==> src/rer_pkg.sv <==
// Package with register map, field layout and types of the reliability error record.
`default_nettype none
package rer_pkg;
  localparam logic [15:0] OFS_FEATURES  = 16'h8E80;
  localparam logic [15:0] OFS_CONTROL   = 16'h8E88;
  localparam logic [15:0] OFS_SYNDROME  = 16'h8E90;
  localparam logic [15:0] OFS_INJECTION = 16'h8EC0;
  localparam logic [15:0] OFS_IRQ_STAT  = 16'h8EE0;
  localparam logic [15:0] OFS_IRQ_MASK  = 16'h8EE4;
  localparam logic [31:0] FEATURES_VAL  = 32'h0000_0081;
  localparam logic [31:0] CONTROL_RST   = 32'h0000_0008;
  localparam int          CTL_FIE_BIT   = 3;
  localparam int          SYN_VALID_BIT = 30;
  localparam int          SYN_OVF_BIT   = 27;
  localparam int          SYN_CE_LO     = 24;
  localparam int          SYN_SRC_LO    = 8;
  localparam int          INJ_WIDTH     = 4;
  localparam logic [1:0]  CE_CORRECTED  = 2'h2;
  localparam logic [1:0]  CE_CLEAR      = 2'h3;
  localparam logic [7:0]  CODE_NONE     = 8'h00;
  localparam logic [7:0]  CODE_TAG      = 8'h07;
  localparam logic [7:0]  CODE_DATA     = 8'h08;
  localparam logic [7:0]  SRC_CFG_CACHE = 8'h08;
  localparam logic [7:0]  SRC_MAX       = 8'h08;
  localparam int          IRQ_EVENTS    = 2;

  // One detected corrected error, as reported by a cache.
  typedef struct packed {
    logic       valid;
    logic [7:0] source_code;
    logic       data_err;
  } rer_event_s;

  // Syndrome record held by hardware.
  typedef struct packed {
    logic       valid;
    logic       overflow_flag;
    logic [1:0] ce;
    logic [7:0] source_code;
    logic [7:0] syndrome_code;
  } rer_record_s;
endpackage : rer_pkg
`default_nettype wire

==> src/rer_bank.sv <==
// Reliability error record register bank with an APB slave and fault interrupt.
//
// Local design decision: the APB interface to the registers.
`default_nettype none
module rer_bank #(
  parameter int ADDR_WIDTH = 16
) (
  input  wire logic                  pclk,
  input  wire logic                  presetn,
  input  wire logic                  psel,
  input  wire logic                  penable,
  input  wire logic                  pwrite,
  input  wire logic [ADDR_WIDTH-1:0] paddr,
  input  wire logic [31:0]           pwdata,
  input  wire logic [3:0]            pstrb,
  input  wire logic [2:0]            pprot,
  output logic                       pready,
  output logic [31:0]                prdata,
  output logic                       pslverr,
  input  wire logic                  nonsecure_reliability_access,
  input  wire logic                  cache_err_valid,
  input  wire logic [7:0]            cache_err_source,
  input  wire logic                  cache_err_data,
  output logic [3:0]                 inject_ctrl,
  output logic                       fault_irq,
  output logic                       event_irq
);
  // Refuse, at elaboration, an address width too narrow to reach the register window.
  if (ADDR_WIDTH < 16)
  begin : g_addr_check
    $error("ADDR_WIDTH must be at least 16");
  end

  // Error inputs come from cache logic on the same clock and are used directly.
  rer_pkg::rer_event_s  err_in;
  rer_pkg::rer_record_s rec;
  rer_pkg::rer_record_s next_rec;
  logic        fie;
  logic [3:0]  inj;
  logic        observed;
  logic [rer_pkg::IRQ_EVENTS-1:0] irq_stat;
  logic [rer_pkg::IRQ_EVENTS-1:0] irq_mask;

  assign err_in.valid       = cache_err_valid && (cache_err_source <= rer_pkg::SRC_MAX);
  assign err_in.source_code = cache_err_source;
  assign err_in.data_err    = cache_err_data;

  // Access decode; pprot[1] high marks a non-secure access.
  wire        acc_phase = psel && penable;
  wire        wr_en     = acc_phase && pwrite && (pstrb == 4'hF);
  wire        rd_en     = acc_phase && !pwrite;
  wire        ns_block  = pprot[1] && !nonsecure_reliability_access;
  wire [15:0] a16       = paddr[15:0];
  wire        hit_feat  = (a16 == rer_pkg::OFS_FEATURES);
  wire        hit_ctl   = (a16 == rer_pkg::OFS_CONTROL);
  wire        hit_syn   = (a16 == rer_pkg::OFS_SYNDROME);
  wire        hit_inj   = (a16 == rer_pkg::OFS_INJECTION);
  wire        hit_ist   = (a16 == rer_pkg::OFS_IRQ_STAT);
  wire        hit_imk   = (a16 == rer_pkg::OFS_IRQ_MASK);
  wire        mapped    = hit_feat | hit_ctl | hit_syn | hit_inj | hit_ist | hit_imk;
  wire        wr_ok     = wr_en && !ns_block;
  wire        wr_ctl    = wr_ok && hit_ctl;
  wire        wr_syn    = wr_ok && hit_syn;
  wire        wr_inj    = wr_ok && hit_inj;
  wire        wr_ist    = wr_en && hit_ist;
  wire        wr_imk    = wr_en && hit_imk;

  // Clear terms on the syndrome record; each is voided while a newly recorded
  // error has not yet been read, which stops software wiping an unseen error.
  wire w_v  = pwdata[rer_pkg::SYN_VALID_BIT];
  wire w_of = pwdata[rer_pkg::SYN_OVF_BIT];
  wire w_ce = (pwdata[rer_pkg::SYN_CE_LO +: 2] == rer_pkg::CE_CLEAR);
  wire clr_ok = wr_syn && observed && !err_in.valid;
  wire clr_of = clr_ok && w_of;
  wire clr_ce = clr_ok && w_ce && (!rec.overflow_flag || clr_of);
  wire clr_v  = clr_ok && w_v && ((rec.ce == 2'h0) || clr_ce);

  // Next record value; a new error wins over any clear in the same cycle.
  always_comb
  begin
    next_rec = rec;
    if (clr_of)
      next_rec.overflow_flag = 1'b0;
    if (clr_ce)
    begin
      next_rec.ce            = 2'h0;
      next_rec.source_code   = 8'h00;
      next_rec.syndrome_code = rer_pkg::CODE_NONE;
    end
    if (clr_v)
      next_rec.valid = 1'b0;
    if (err_in.valid)
    begin
      next_rec.valid = 1'b1;
      if (rec.ce != 2'h0)
        next_rec.overflow_flag = 1'b1;
      else
      begin
        next_rec.ce            = rer_pkg::CE_CORRECTED;
        next_rec.source_code   = err_in.source_code;
        next_rec.syndrome_code = err_in.data_err ? rer_pkg::CODE_DATA : rer_pkg::CODE_TAG;
      end
    end
  end

  // Record register; source field never takes bus data.
  always_ff @(posedge pclk or negedge presetn)
  begin
    if (!presetn)
      rec <= '0;
    else
      rec <= next_rec;
  end

  // Record checks. All but src_range_a, code_none_a and code_kind_a look at the registered record one edge after their cause,
  // so a new error and a clear in one cycle are judged by the error's outcome.
  valid_set_a: assert property (@(posedge pclk) disable iff (!presetn)
    err_in.valid |=> rec.valid)
    else $error("record flag not set by a new error");

  ovf_set_a: assert property (@(posedge pclk) disable iff (!presetn)
    (err_in.valid && rec.ce != 2'h0) |=> rec.overflow_flag)
    else $error("overflow not set by a further error");

  ce_set_a: assert property (@(posedge pclk) disable iff (!presetn)
    (err_in.valid && rec.ce == 2'h0) |=> (rec.ce == rer_pkg::CE_CORRECTED))
    else $error("corrected field not set to the corrected code");

  src_take_a: assert property (@(posedge pclk) disable iff (!presetn)
    (err_in.valid && rec.ce == 2'h0) |=> (rec.source_code == $past(cache_err_source)))
    else $error("source field does not name the failing cache");

  src_range_a: assert property (@(posedge pclk) disable iff (!presetn)
    (rec.ce != 2'h0) |-> (rec.source_code <= rer_pkg::SRC_MAX))
    else $error("source field holds an unknown cache code");

  data_code_a: assert property (@(posedge pclk) disable iff (!presetn)
    (err_in.valid && rec.ce == 2'h0 && cache_err_data) |=>
      (rec.syndrome_code == rer_pkg::CODE_DATA))
    else $error("data error not recorded with the data code");

  tag_code_a: assert property (@(posedge pclk) disable iff (!presetn)
    (err_in.valid && rec.ce == 2'h0 && !cache_err_data) |=>
      (rec.syndrome_code == rer_pkg::CODE_TAG))
    else $error("tag error not recorded with the tag code");

  code_none_a: assert property (@(posedge pclk) disable iff (!presetn)
    (rec.ce == 2'h0) |-> (rec.syndrome_code == rer_pkg::CODE_NONE))
    else $error("syndrome code set while no error is recorded");

  code_kind_a: assert property (@(posedge pclk) disable iff (!presetn)
    (rec.ce != 2'h0) |-> (rec.syndrome_code == rer_pkg::CODE_TAG ||
                          rec.syndrome_code == rer_pkg::CODE_DATA))
    else $error("syndrome code neither tag nor data while recorded");

  keep_src_a: assert property (@(posedge pclk) disable iff (!presetn)
    (rec.ce != 2'h0 && !clr_ce) |=> ($stable(rec.source_code) && $stable(rec.syndrome_code)))
    else $error("earliest error overwritten");

  src_write_a: assert property (@(posedge pclk) disable iff (!presetn)
    (wr_syn && !clr_ce && !err_in.valid) |=> $stable(rec.source_code))
    else $error("source field took bus data");

  v_guard_a: assert property (@(posedge pclk) disable iff (!presetn)
    (rec.valid && rec.ce != 2'h0 && !clr_ce) |=> rec.valid)
    else $error("record cleared with corrected field set");

  valid_clear_a: assert property (@(posedge pclk) disable iff (!presetn)
    clr_v |=> !rec.valid)
    else $error("accepted record clear had no effect");

  ovf_clear_a: assert property (@(posedge pclk) disable iff (!presetn)
    clr_of |=> !rec.overflow_flag)
    else $error("accepted overflow clear had no effect");

  ovf_hold_a: assert property (@(posedge pclk) disable iff (!presetn)
    (rec.overflow_flag && !clr_of) |=> rec.overflow_flag)
    else $error("overflow dropped without a clearing write");

  ce_guard_a: assert property (@(posedge pclk) disable iff (!presetn)
    (rec.ce != 2'h0 && rec.overflow_flag && !clr_of) |=> (rec.ce != 2'h0))
    else $error("corrected field cleared while overflow stays set");

  ce_clear_a: assert property (@(posedge pclk) disable iff (!presetn)
    clr_ce |=> (rec.ce == 2'h0))
    else $error("accepted corrected field clear had no effect");

  // Tracks whether software has read the record since the last new error.
  wire rd_syn = rd_en && hit_syn && !ns_block;
  always_ff @(posedge pclk or negedge presetn)
  begin
    if (!presetn)
      observed <= 1'b1;
    else if (err_in.valid)
      observed <= 1'b0;
    else if (rd_syn)
      observed <= 1'b1;
  end

  // Race guard checks: a fresh error is always unseen, and while it is unseen
  // no clearing write may drop the valid flag or the overflow flag.
  unseen_mark_a: assert property (@(posedge pclk) disable iff (!presetn)
    err_in.valid |=> !observed)
    else $error("new error not marked as unseen");

  unseen_clear_a: assert property (@(posedge pclk) disable iff (!presetn)
    (!observed && rec.overflow_flag) |=> rec.overflow_flag)
    else $error("overflow clear accepted before observation");

  unseen_keep_a: assert property (@(posedge pclk) disable iff (!presetn)
    (!observed && rec.valid) |=> rec.valid)
    else $error("record clear accepted before observation");

  // Control and injection registers.
  always_ff @(posedge pclk or negedge presetn)
  begin
    if (!presetn)
    begin
      fie <= rer_pkg::CONTROL_RST[rer_pkg::CTL_FIE_BIT];
      inj <= '0;
    end
    else
    begin
      if (wr_ctl)
        fie <= pwdata[rer_pkg::CTL_FIE_BIT];
      if (wr_inj)
        inj <= pwdata[rer_pkg::INJ_WIDTH-1:0];
    end
  end

  // Control checks. Blocked writes must leave control and injection untouched,
  // and an allowed write must take the enable bit exactly as written.
  ns_write_drop_a: assert property (@(posedge pclk) disable iff (!presetn)
    (wr_en && ns_block) |=> ($stable(fie) && $stable(inj)))
    else $error("blocked write changed control or injection");

  ctl_on_a: assert property (@(posedge pclk) disable iff (!presetn)
    (wr_ctl && pwdata[rer_pkg::CTL_FIE_BIT]) |=> fie)
    else $error("interrupt enable not set by write");

  ctl_off_a: assert property (@(posedge pclk) disable iff (!presetn)
    (wr_ctl && !pwdata[rer_pkg::CTL_FIE_BIT]) |=> !fie)
    else $error("interrupt enable not cleared by write");

  // Sticky event flags: 0 = error recorded, 1 = overflow. Set wins over clear.
  wire [rer_pkg::IRQ_EVENTS-1:0] ev_set = {err_in.valid && (rec.ce != 2'h0), err_in.valid};
  wire [rer_pkg::IRQ_EVENTS-1:0] ev_clr = wr_ist ? pwdata[rer_pkg::IRQ_EVENTS-1:0] : '0;
  always_ff @(posedge pclk or negedge presetn)
  begin
    if (!presetn)
    begin
      irq_stat <= '0;
      irq_mask <= '0;
    end
    else
    begin
      irq_stat <= (irq_stat & ~ev_clr) | ev_set;
      if (wr_imk)
        irq_mask <= pwdata[rer_pkg::IRQ_EVENTS-1:0];
    end
  end

  // Event flag checks. Flags are sticky: only a one written to the status word
  // drops them, and a new event in that same cycle keeps them set.
  event_set_a: assert property (@(posedge pclk) disable iff (!presetn)
    err_in.valid |=> irq_stat[0])
    else $error("error event flag not set");

  event_ovf_a: assert property (@(posedge pclk) disable iff (!presetn)
    (err_in.valid && rec.ce != 2'h0) |=> irq_stat[1])
    else $error("overflow event flag not set");

  event_sticky_a: assert property (@(posedge pclk) disable iff (!presetn)
    (irq_stat[0] && !ev_clr[0]) |=> irq_stat[0])
    else $error("error event flag dropped without a clear");

  event_clear_a: assert property (@(posedge pclk) disable iff (!presetn)
    (ev_clr[1] && !ev_set[1]) |=> !irq_stat[1])
    else $error("overflow event flag not cleared");

  // Read mux; blocked non-secure reads return zero, except reads of the interrupt status and mask words.
  wire [31:0] syn_word = {1'b0, rec.valid, 2'b00, rec.overflow_flag, 1'b0, rec.ce,
                          8'h00, rec.source_code, rec.syndrome_code};
  wire [31:0] rd_word  =
      hit_feat ? rer_pkg::FEATURES_VAL :
      hit_ctl  ? {28'h0, fie, 3'h0} :
      hit_syn  ? syn_word :
      hit_inj  ? {28'h0, inj} :
      hit_ist  ? {30'h0, irq_stat} :
      hit_imk  ? {30'h0, irq_mask} : 32'h0;
  wire [31:0] rd_val   = (ns_block && !hit_ist && !hit_imk) ? 32'h0 : rd_word;

  // APB answer: one access cycle, every output registered.
  always_ff @(posedge pclk or negedge presetn)
  begin
    if (!presetn)
    begin
      pready    <= 1'b0;
      prdata    <= 32'h0;
      pslverr   <= 1'b0;
      fault_irq <= 1'b0;
      event_irq <= 1'b0;
      inject_ctrl <= '0;
    end
    else
    begin
      pready    <= psel && !penable;
      prdata    <= (psel && !penable && !pwrite) ? rd_val : prdata;
      pslverr   <= psel && !penable && !mapped;
      fault_irq <= fie && next_rec.valid;
      event_irq <= |(((irq_stat & ~ev_clr) | ev_set) & irq_mask);
      inject_ctrl <= wr_inj ? pwdata[rer_pkg::INJ_WIDTH-1:0] : inj;
    end
  end

  // Bus answer checks. Ready follows every setup cycle, so back-to-back transfers
  // with psel held high are answered as well as isolated ones.
  ready_pulse_a: assert property (@(posedge pclk) disable iff (!presetn)
    (psel && !penable) |=> pready)
    else $error("no ready after a setup cycle");

  ready_idle_a: assert property (@(posedge pclk) disable iff (!presetn)
    !(psel && !penable) |=> !pready)
    else $error("ready outside the access cycle");

  slverr_on_a: assert property (@(posedge pclk) disable iff (!presetn)
    (psel && !penable && !mapped) |=> pslverr)
    else $error("no error for an unmapped address");

  slverr_off_a: assert property (@(posedge pclk) disable iff (!presetn)
    (psel && !penable && mapped) |=> !pslverr)
    else $error("error for a mapped address");

  slverr_pair_a: assert property (@(posedge pclk) disable iff (!presetn)
    pslverr |-> pready)
    else $error("error response without ready");

  rdata_hold_a: assert property (@(posedge pclk) disable iff (!presetn)
    !(psel && !penable && !pwrite) |=> $stable(prdata))
    else $error("read data changed outside a read");

  feat_read_a: assert property (@(posedge pclk) disable iff (!presetn)
    (psel && !penable && !pwrite && hit_feat && !ns_block) |=>
      (prdata == rer_pkg::FEATURES_VAL))
    else $error("feature value wrong");

  ns_read_zero_a: assert property (@(posedge pclk) disable iff (!presetn)
    (psel && !penable && !pwrite && ns_block && !hit_ist && !hit_imk) |=> (prdata == 32'h0))
    else $error("blocked read returned data");

  // Interrupt checks. The output lags the enable by one edge, so it is held
  // against the record of the edge at which it is sampled.
  fault_level_a: assert property (@(posedge pclk) disable iff (!presetn)
    fie |=> (fault_irq == rec.valid))
    else $error("fault interrupt does not follow the record while enabled");

  fault_off_a: assert property (@(posedge pclk) disable iff (!presetn)
    !fie |=> !fault_irq)
    else $error("fault interrupt high while disabled");

  inj_mirror_a: assert property (@(posedge pclk) disable iff (!presetn)
    inject_ctrl == inj)
    else $error("injection output differs from the register");
endmodule : rer_bank
`default_nettype wire

==> config.mk <==
export PLATFORM = sky130hd
export DESIGN_NAME = rer_bank
export DESIGN_NICKNAME = d
export VERILOG_FILES = /design/src/rer_pkg.sv /design/src/rer_bank.sv
export SDC_FILE = /design/constraint.sdc
export NUM_CORES = 1
export LEC_CHECK = 0
export ABC_CLOCK_PERIOD_IN_PS = 3100
export BUFFER_PORTS_ARGS = -buffer_cell sky130_fd_sc_hd__buf_4
export CAP_MARGIN = 10
export CORE_UTILIZATION = 50
export DETAILED_ROUTE_END_ITERATION = 10
export PLACE_DENSITY = 0.94
export REMOVE_ABC_BUFFERS = 1
export SETUP_SLACK_MARGIN = 0.15
export SLEW_MARGIN = 20
export SYNTH_ARGS = -nofsm -noshare
export SYNTH_HDL_FRONTEND = slang
export SYNTH_SLANG_ARGS = --single-unit
==> constraint.sdc <==
create_clock -name pclk -period 3.1 [get_ports pclk]
set_clock_uncertainty 0.2 [all_clocks]
set_input_delay 0.465 -clock pclk [delete_from_list [all_inputs] [get_ports pclk]]
set_output_delay 0.465 -clock pclk [all_outputs]
set_load 0.01 [all_outputs]
# == Word-level counts from Yosys, hierarchy flattened ==
# Index checks and enable logic that the tools add are counted.
# Widths: inputs -> output; s select.
# word_totals
wordCells,94
regBits,66
out_inout_bits,40
# classes
mux,18
bitwise_logic,9
n_eq_ne,8
n_reduce_logical,43
order_cmp,1
# op_table
cell,n
$mux 31,4
$eq 16x16->1 const B,6
$mux 18,2
$logic_and 1x1->1,28
$mux 20,1
$mux 4,3
$logic_not 1->1,9
$le 8x4->1 const B,1
$mux 2,3
$mux 1,5
$or 1x1->1,5
$and 2x2->2,2
$eq 4x4->1 const B,1
$reduce_bool 2->1,2
$eq 2x2->1 const B,1
$logic_not 2->1,1
$logic_or 1x1->1,2
$not 2->2,1
$or 2x2->2,1
$reduce_or 2->1,1

# == Longest topological paths before layout ==
# depth
ltp_word,15
mapped_depth,8

# == Worst setup path before layout ==
# Ideal clock, no wire load.
# synth_timing
path_kind,input port to flip-flop
startpoint,input paddr[13]
endpoint,register inject_ctrl[0]
required_ns,2.775
arrival_time_ns,1.833
n_path_buf,0
slack_ns,0.942
stages,5
path_cell_list,nor4b_4 nand3_2 nor4_4 and2_2 mux2_2
# synth_between
elab_chain_len,2
# synth_rtl
item,line,rtl
start: declaration,rer_bank.sv:13,"input wire logic [ADDR_WIDTH-1:0] paddr,"
$eq 16x16->1,rer_bank.sv:57,wire hit_inj = (a16 == rer_pkg::OFS_INJECTION);
$logic_and 1x1->1,rer_bank.sv:64,wire wr_inj = wr_ok && hit_inj;
end signal: assignment,rer_bank.sv:312,inject_ctrl <= wr_inj ? pwdata[rer_pkg::INJ_WIDTH-1:0] : inj;
end: declaration,rer_bank.sv:24,"output logic [3:0] inject_ctrl,"
# No other way between the ends.
# A chain may end at the register's enable or synchronous reset.

# == Worst setup path in the final report ==
# layout_timing
startpoint,input paddr[13]
endpoint,register prdata[11]
# layout_between
elab_chain_len,5
# layout_rtl
item,line,rtl
"$eq 16x16->1, on equally long branches","rer_bank.sv:56, rer_bank.sv:58",
$mux 31 / $logic_not 1->1 (equally long branches),"rer_bank.sv:287, rer_bank.sv:291",
$mux 31 / $logic_and 1x1->1 (equally long branches),"rer_bank.sv:286, rer_bank.sv:291",
$mux 31 / $logic_and 1x1->1 (equally long branches),"rer_bank.sv:285, rer_bank.sv:291",
$mux 31 (*),rer_bank.sv:291,wire [31:0] rd_val = (ns_block && !hit_ist && !hit_imk) ? 32'h0 : rd_word;
end signal: assignment,rer_bank.sv:308,prdata <= (psel && !penable && !pwrite) ? rd_val : prdata;
end: declaration,rer_bank.sv:18,"output logic [31:0] prdata,"
# Mark *: on every way between the ends. The rest lies on a longest branch, timed or not.

==> flow_summary.json <==
{
  "timing.rr.start": "observed$_DFFE_PN1P_",
  "tightest_slew_ps": 643,
  "grt_pass1_vias": 1924,
  "worstSetupPathType": "primary input to flip-flop",
  "htreeDepth": 2,
  "slowest_delay_ps": 530,
  "cp.arrival_ps": 2290,
  "worstHoldPathType": "primary input to flip-flop",
  "grt_max_degree": 55,
  "hp-start": "cache_err_source[2]",
  "grt_pass1_wl_um": 9100,
  "slew_headroom_pct": 57.1,
  "overflow": 0,
  "drc_errors": 0,
  "wl_per_cell_um": 15.3,
  "synth_top_family_by_area": "simple AND/OR/NAND/NOR gates",
  "synthSimpleGateAreaFrac_pct": 20.6,
  "combPwrFrac_pct": 9.3,
  "avgSynthCellArea_um2": 11.6,
  "clkTransAtPathRegs_ps": 100,
  "crit_fanout": 15,
  "finalPower_mw": 1.33,
  "holdPathStages": 3,
  "yosys_warnings": 0,
  "ys_types": 48,
  "worstReg2RegEnd": "rec[1]$_DFF_PN0_",
  "core_um2": 4750,
  "synth_compound_area_share_pct": 14.6,
  "ant_nets": 0,
  "cts_sinks": 54,
  "power_density_nw_per_um2": 422,
  "cts_tree": "yes",
  "initial_core_util_pct": 52.4,
  "tns_ps": 0,
  "final_nets": 359,
  "ys.flop_type": "dfrtp_1",
  "yosys.area_share.adder_pct": 0,
  "die_h_um": 72.6,
  "synthesis.area_um2": 2490,
  "muxShareOfSynthArea_pct": 4.07,
  "synth-xor-area-share_pct": 0,
  "place_congestion": 0.862,
  "cts_buffer_depth": 2,
  "drive_gt1_share_pct": 37.0,
  "fmax_mhz": 447,
  "clock_latency_ps": 310,
  "p_switching_mw": 0.307,
  "startpoint_type": "primary input",
  "clockPowerShare_pct": 36.2,
  "p_seq_share_pct": 54.5,
  "antennaDiodeCount": 0,
  "r2r_cells": 4,
  "outcome": "completed",
  "grt_usage_pct": 23.0,
  "ys_seq_elements": 54,
  "ys_seq_area_share_pct": 54.3,
  "dieArea_um2": 5270,
  "rows": 25,
  "p_int_mw": 1.02,
  "r2r_slack_ps": 950,
  "min_to": "rec[10]$_DFF_PN0_",
  "async_flop_share_pct": 100,
  "post_cts.repair.setup_buffers": 0,
  "end_kind": "flip-flop",
  "final.min_clock_period_ps": 2240,
  "vias": 1901,
  "cts_buffers": 5,
  "vias_per_cell": 5.34,
  "drv_cap": 0,
  "synthToLayoutAreaGrowth_pct": 26.6,
  "syn-instance-count": 215,
  "drtIter0Drc": 95,
  "ios": 111,
  "worstPathCellList": "buf_4, nor4b_4, nand4_2, nor2_2, and2_1, a22o_1",
  "vdd_drop_max_mv": 0.304,
  "drt_wl_total_um": 5460,
  "rsz0062_at_grt": "no",
  "hold_viol_final": 0,
  "cts-root-buf": "clkbuf_8",
  "setup_viol": 0,
  "dr.pass1.iters": 5,
  "antenna_found_initial": 0,
  "switching_share_pct": 23.1,
  "finalCritPeriodShare_pct": 72.2,
  "drv_slew": 0,
  "cp_slowest_cell": "and2_1",
  "p_leak_nw": 1.58,
  "die_w_um": 72.6,
  "dpl.hpwl_um": 4110,
  "io_buffers": 72,
  "crit_required_ps": 3150,
  "synth_edf_count": 0
}
cells by family after synthesis:
family                 Yosys count
AO/OA/AOI/OAI                   50
multiplexers                     9
flip-flops                      54
AND/OR/NAND/NOR                 77
other                            1
buffers and inverters           24
power groups by stage:
stage | Sequential, mW | Combinational [mW] | Clock (mW)
after detailed placement | 0.738 | 0.123 | 0
after global routing | 0.725 | 0.137 | 0.514
after CTS | 0.724 | 0.125 | 0.488
final | 0.724 | 0.124 | 0.481
after global placement | 0.737 | 0.119 | 0
after floorplan | 0.738 | 0.0412 | 0
synthesized netlist by cell type (2+ instances only):
cell type  instances  area share [%]
mux2_2             9             4.1
a22oi_1            2            0.60
nor3_1             4            0.80
nand4_1            3            0.75
nand2b_1           2            0.50
nand4_2            2             1.0
inv_1              5            0.75
a21o_1             6             1.8
a21boi_0           2            0.60
dfstp_2            2             2.1
and2_1             9             2.3
a221oi_1           2            0.70
nor4b_1            3             1.1
dfrtp_1           52              52
a21oi_1            6             1.2
nand4b_1           2            0.70
nor2_1            10             1.5
a22o_1            17             6.0
buf_6              2            0.90
o21ai_0           10             2.0
nor4_4             2             1.7
buf_4             13             3.9
nor2b_1            3            0.75
nand3_1            5             1.0
nand2_1           18             2.7
clkbuf_1           2            0.30
stage by stage:
step	instances	util [%]	setup slack [ps]	hold slack, ps	instance area, um^2
floorplan	207	-	942	-30.6	2390
global placement	347	63.7	604	270	3030
detailed placement	347	63.7	559	269	3030
CTS	356	66.3	855	165	3150
global route	356	66.3	660	159	3150
finish	356	66.3	861	170	3150
layout make-up:
cell class / count / area, um^2
Tap cell: 67 / 83.8
Fill cell: 368 / 1600
Clock inverter: 3 / 47.5
Multi-Input combinational cell: 148 / 1020
Inverter: 5 / 18.8
Clock buffer: 5 / 68.8
Timing Repair Buffer: 74 / 558
Sequential cell: 54 / 1350
worst max-delay path, delay by kind of cell:
kind | cells | cell delay, ps
and+or+nand+nor | 4 | 1480
buffers and inverters | 1 | 120
AOI/OAI and AO/OA | 1 | 220
placed cells by master, fill, tap and decap left out, types with 2 or more instances in the layout:
master and n:
and2_1 9, nand4b_1 2, conb_1 12, a21o_1 6, dfstp_2 2, mux2_2 9, nand4_1 3, inv_1 5
nand4_2 2, nand2_1 18, nor4_4 2, a21oi_1 6, nand2b_1 2, clkbuf_8 5, dfrtp_1 52, nor2_1 10
a22oi_1 2, nand3_1 5, buf_4 73, a21boi_0 2, o21ai_0 10, nor4b_1 3, nor3_1 4, a22o_1 17
nor2b_1 3, a221oi_1 2
registers in the layout, indices dropped and copies added (netlist names), 2 cells and up:
signal,cells
prdata,20
inject_ctrl,4
irq_stat,2
rec,20
irq_mask,2
repair_timing:
action                    CTS  global route
hold buffers                1             0
gates resized for setup     0             0
hold endpoints to repair   31             0
how the worst max path moves through the flow:
stage                    from  depth (start not counted)  slack, ps                          to
floorplan           paddr[13]                          5        940  inject_ctrl[0]$_DFFE_PN0P_
global placement    paddr[13]                          6        600       prdata[6]$_DFFE_PN0P_
detailed placement  paddr[13]                          6        560      prdata[11]$_DFFE_PN0P_
CTS                 paddr[13]                          6        850      prdata[11]$_DFFE_PN0P_
global route        paddr[13]                          6        660      prdata[11]$_DFFE_PN0P_
finish              paddr[13]                          6        860      prdata[11]$_DFFE_PN0P_
layer usage:
metal | wire length [um] | vias to the layer above | GRT usage [%]
met3 | 402 | 9 | 5.11
met1 | 2240 | 912 | 28.7
met4 | 91 | 0 | 8.71
met5 | 0 | - | 0
met2 | 2720 | 84 | 39.0
li1 | - | 896 | -
No activity file was read; power rests on OpenSTA's default activity.
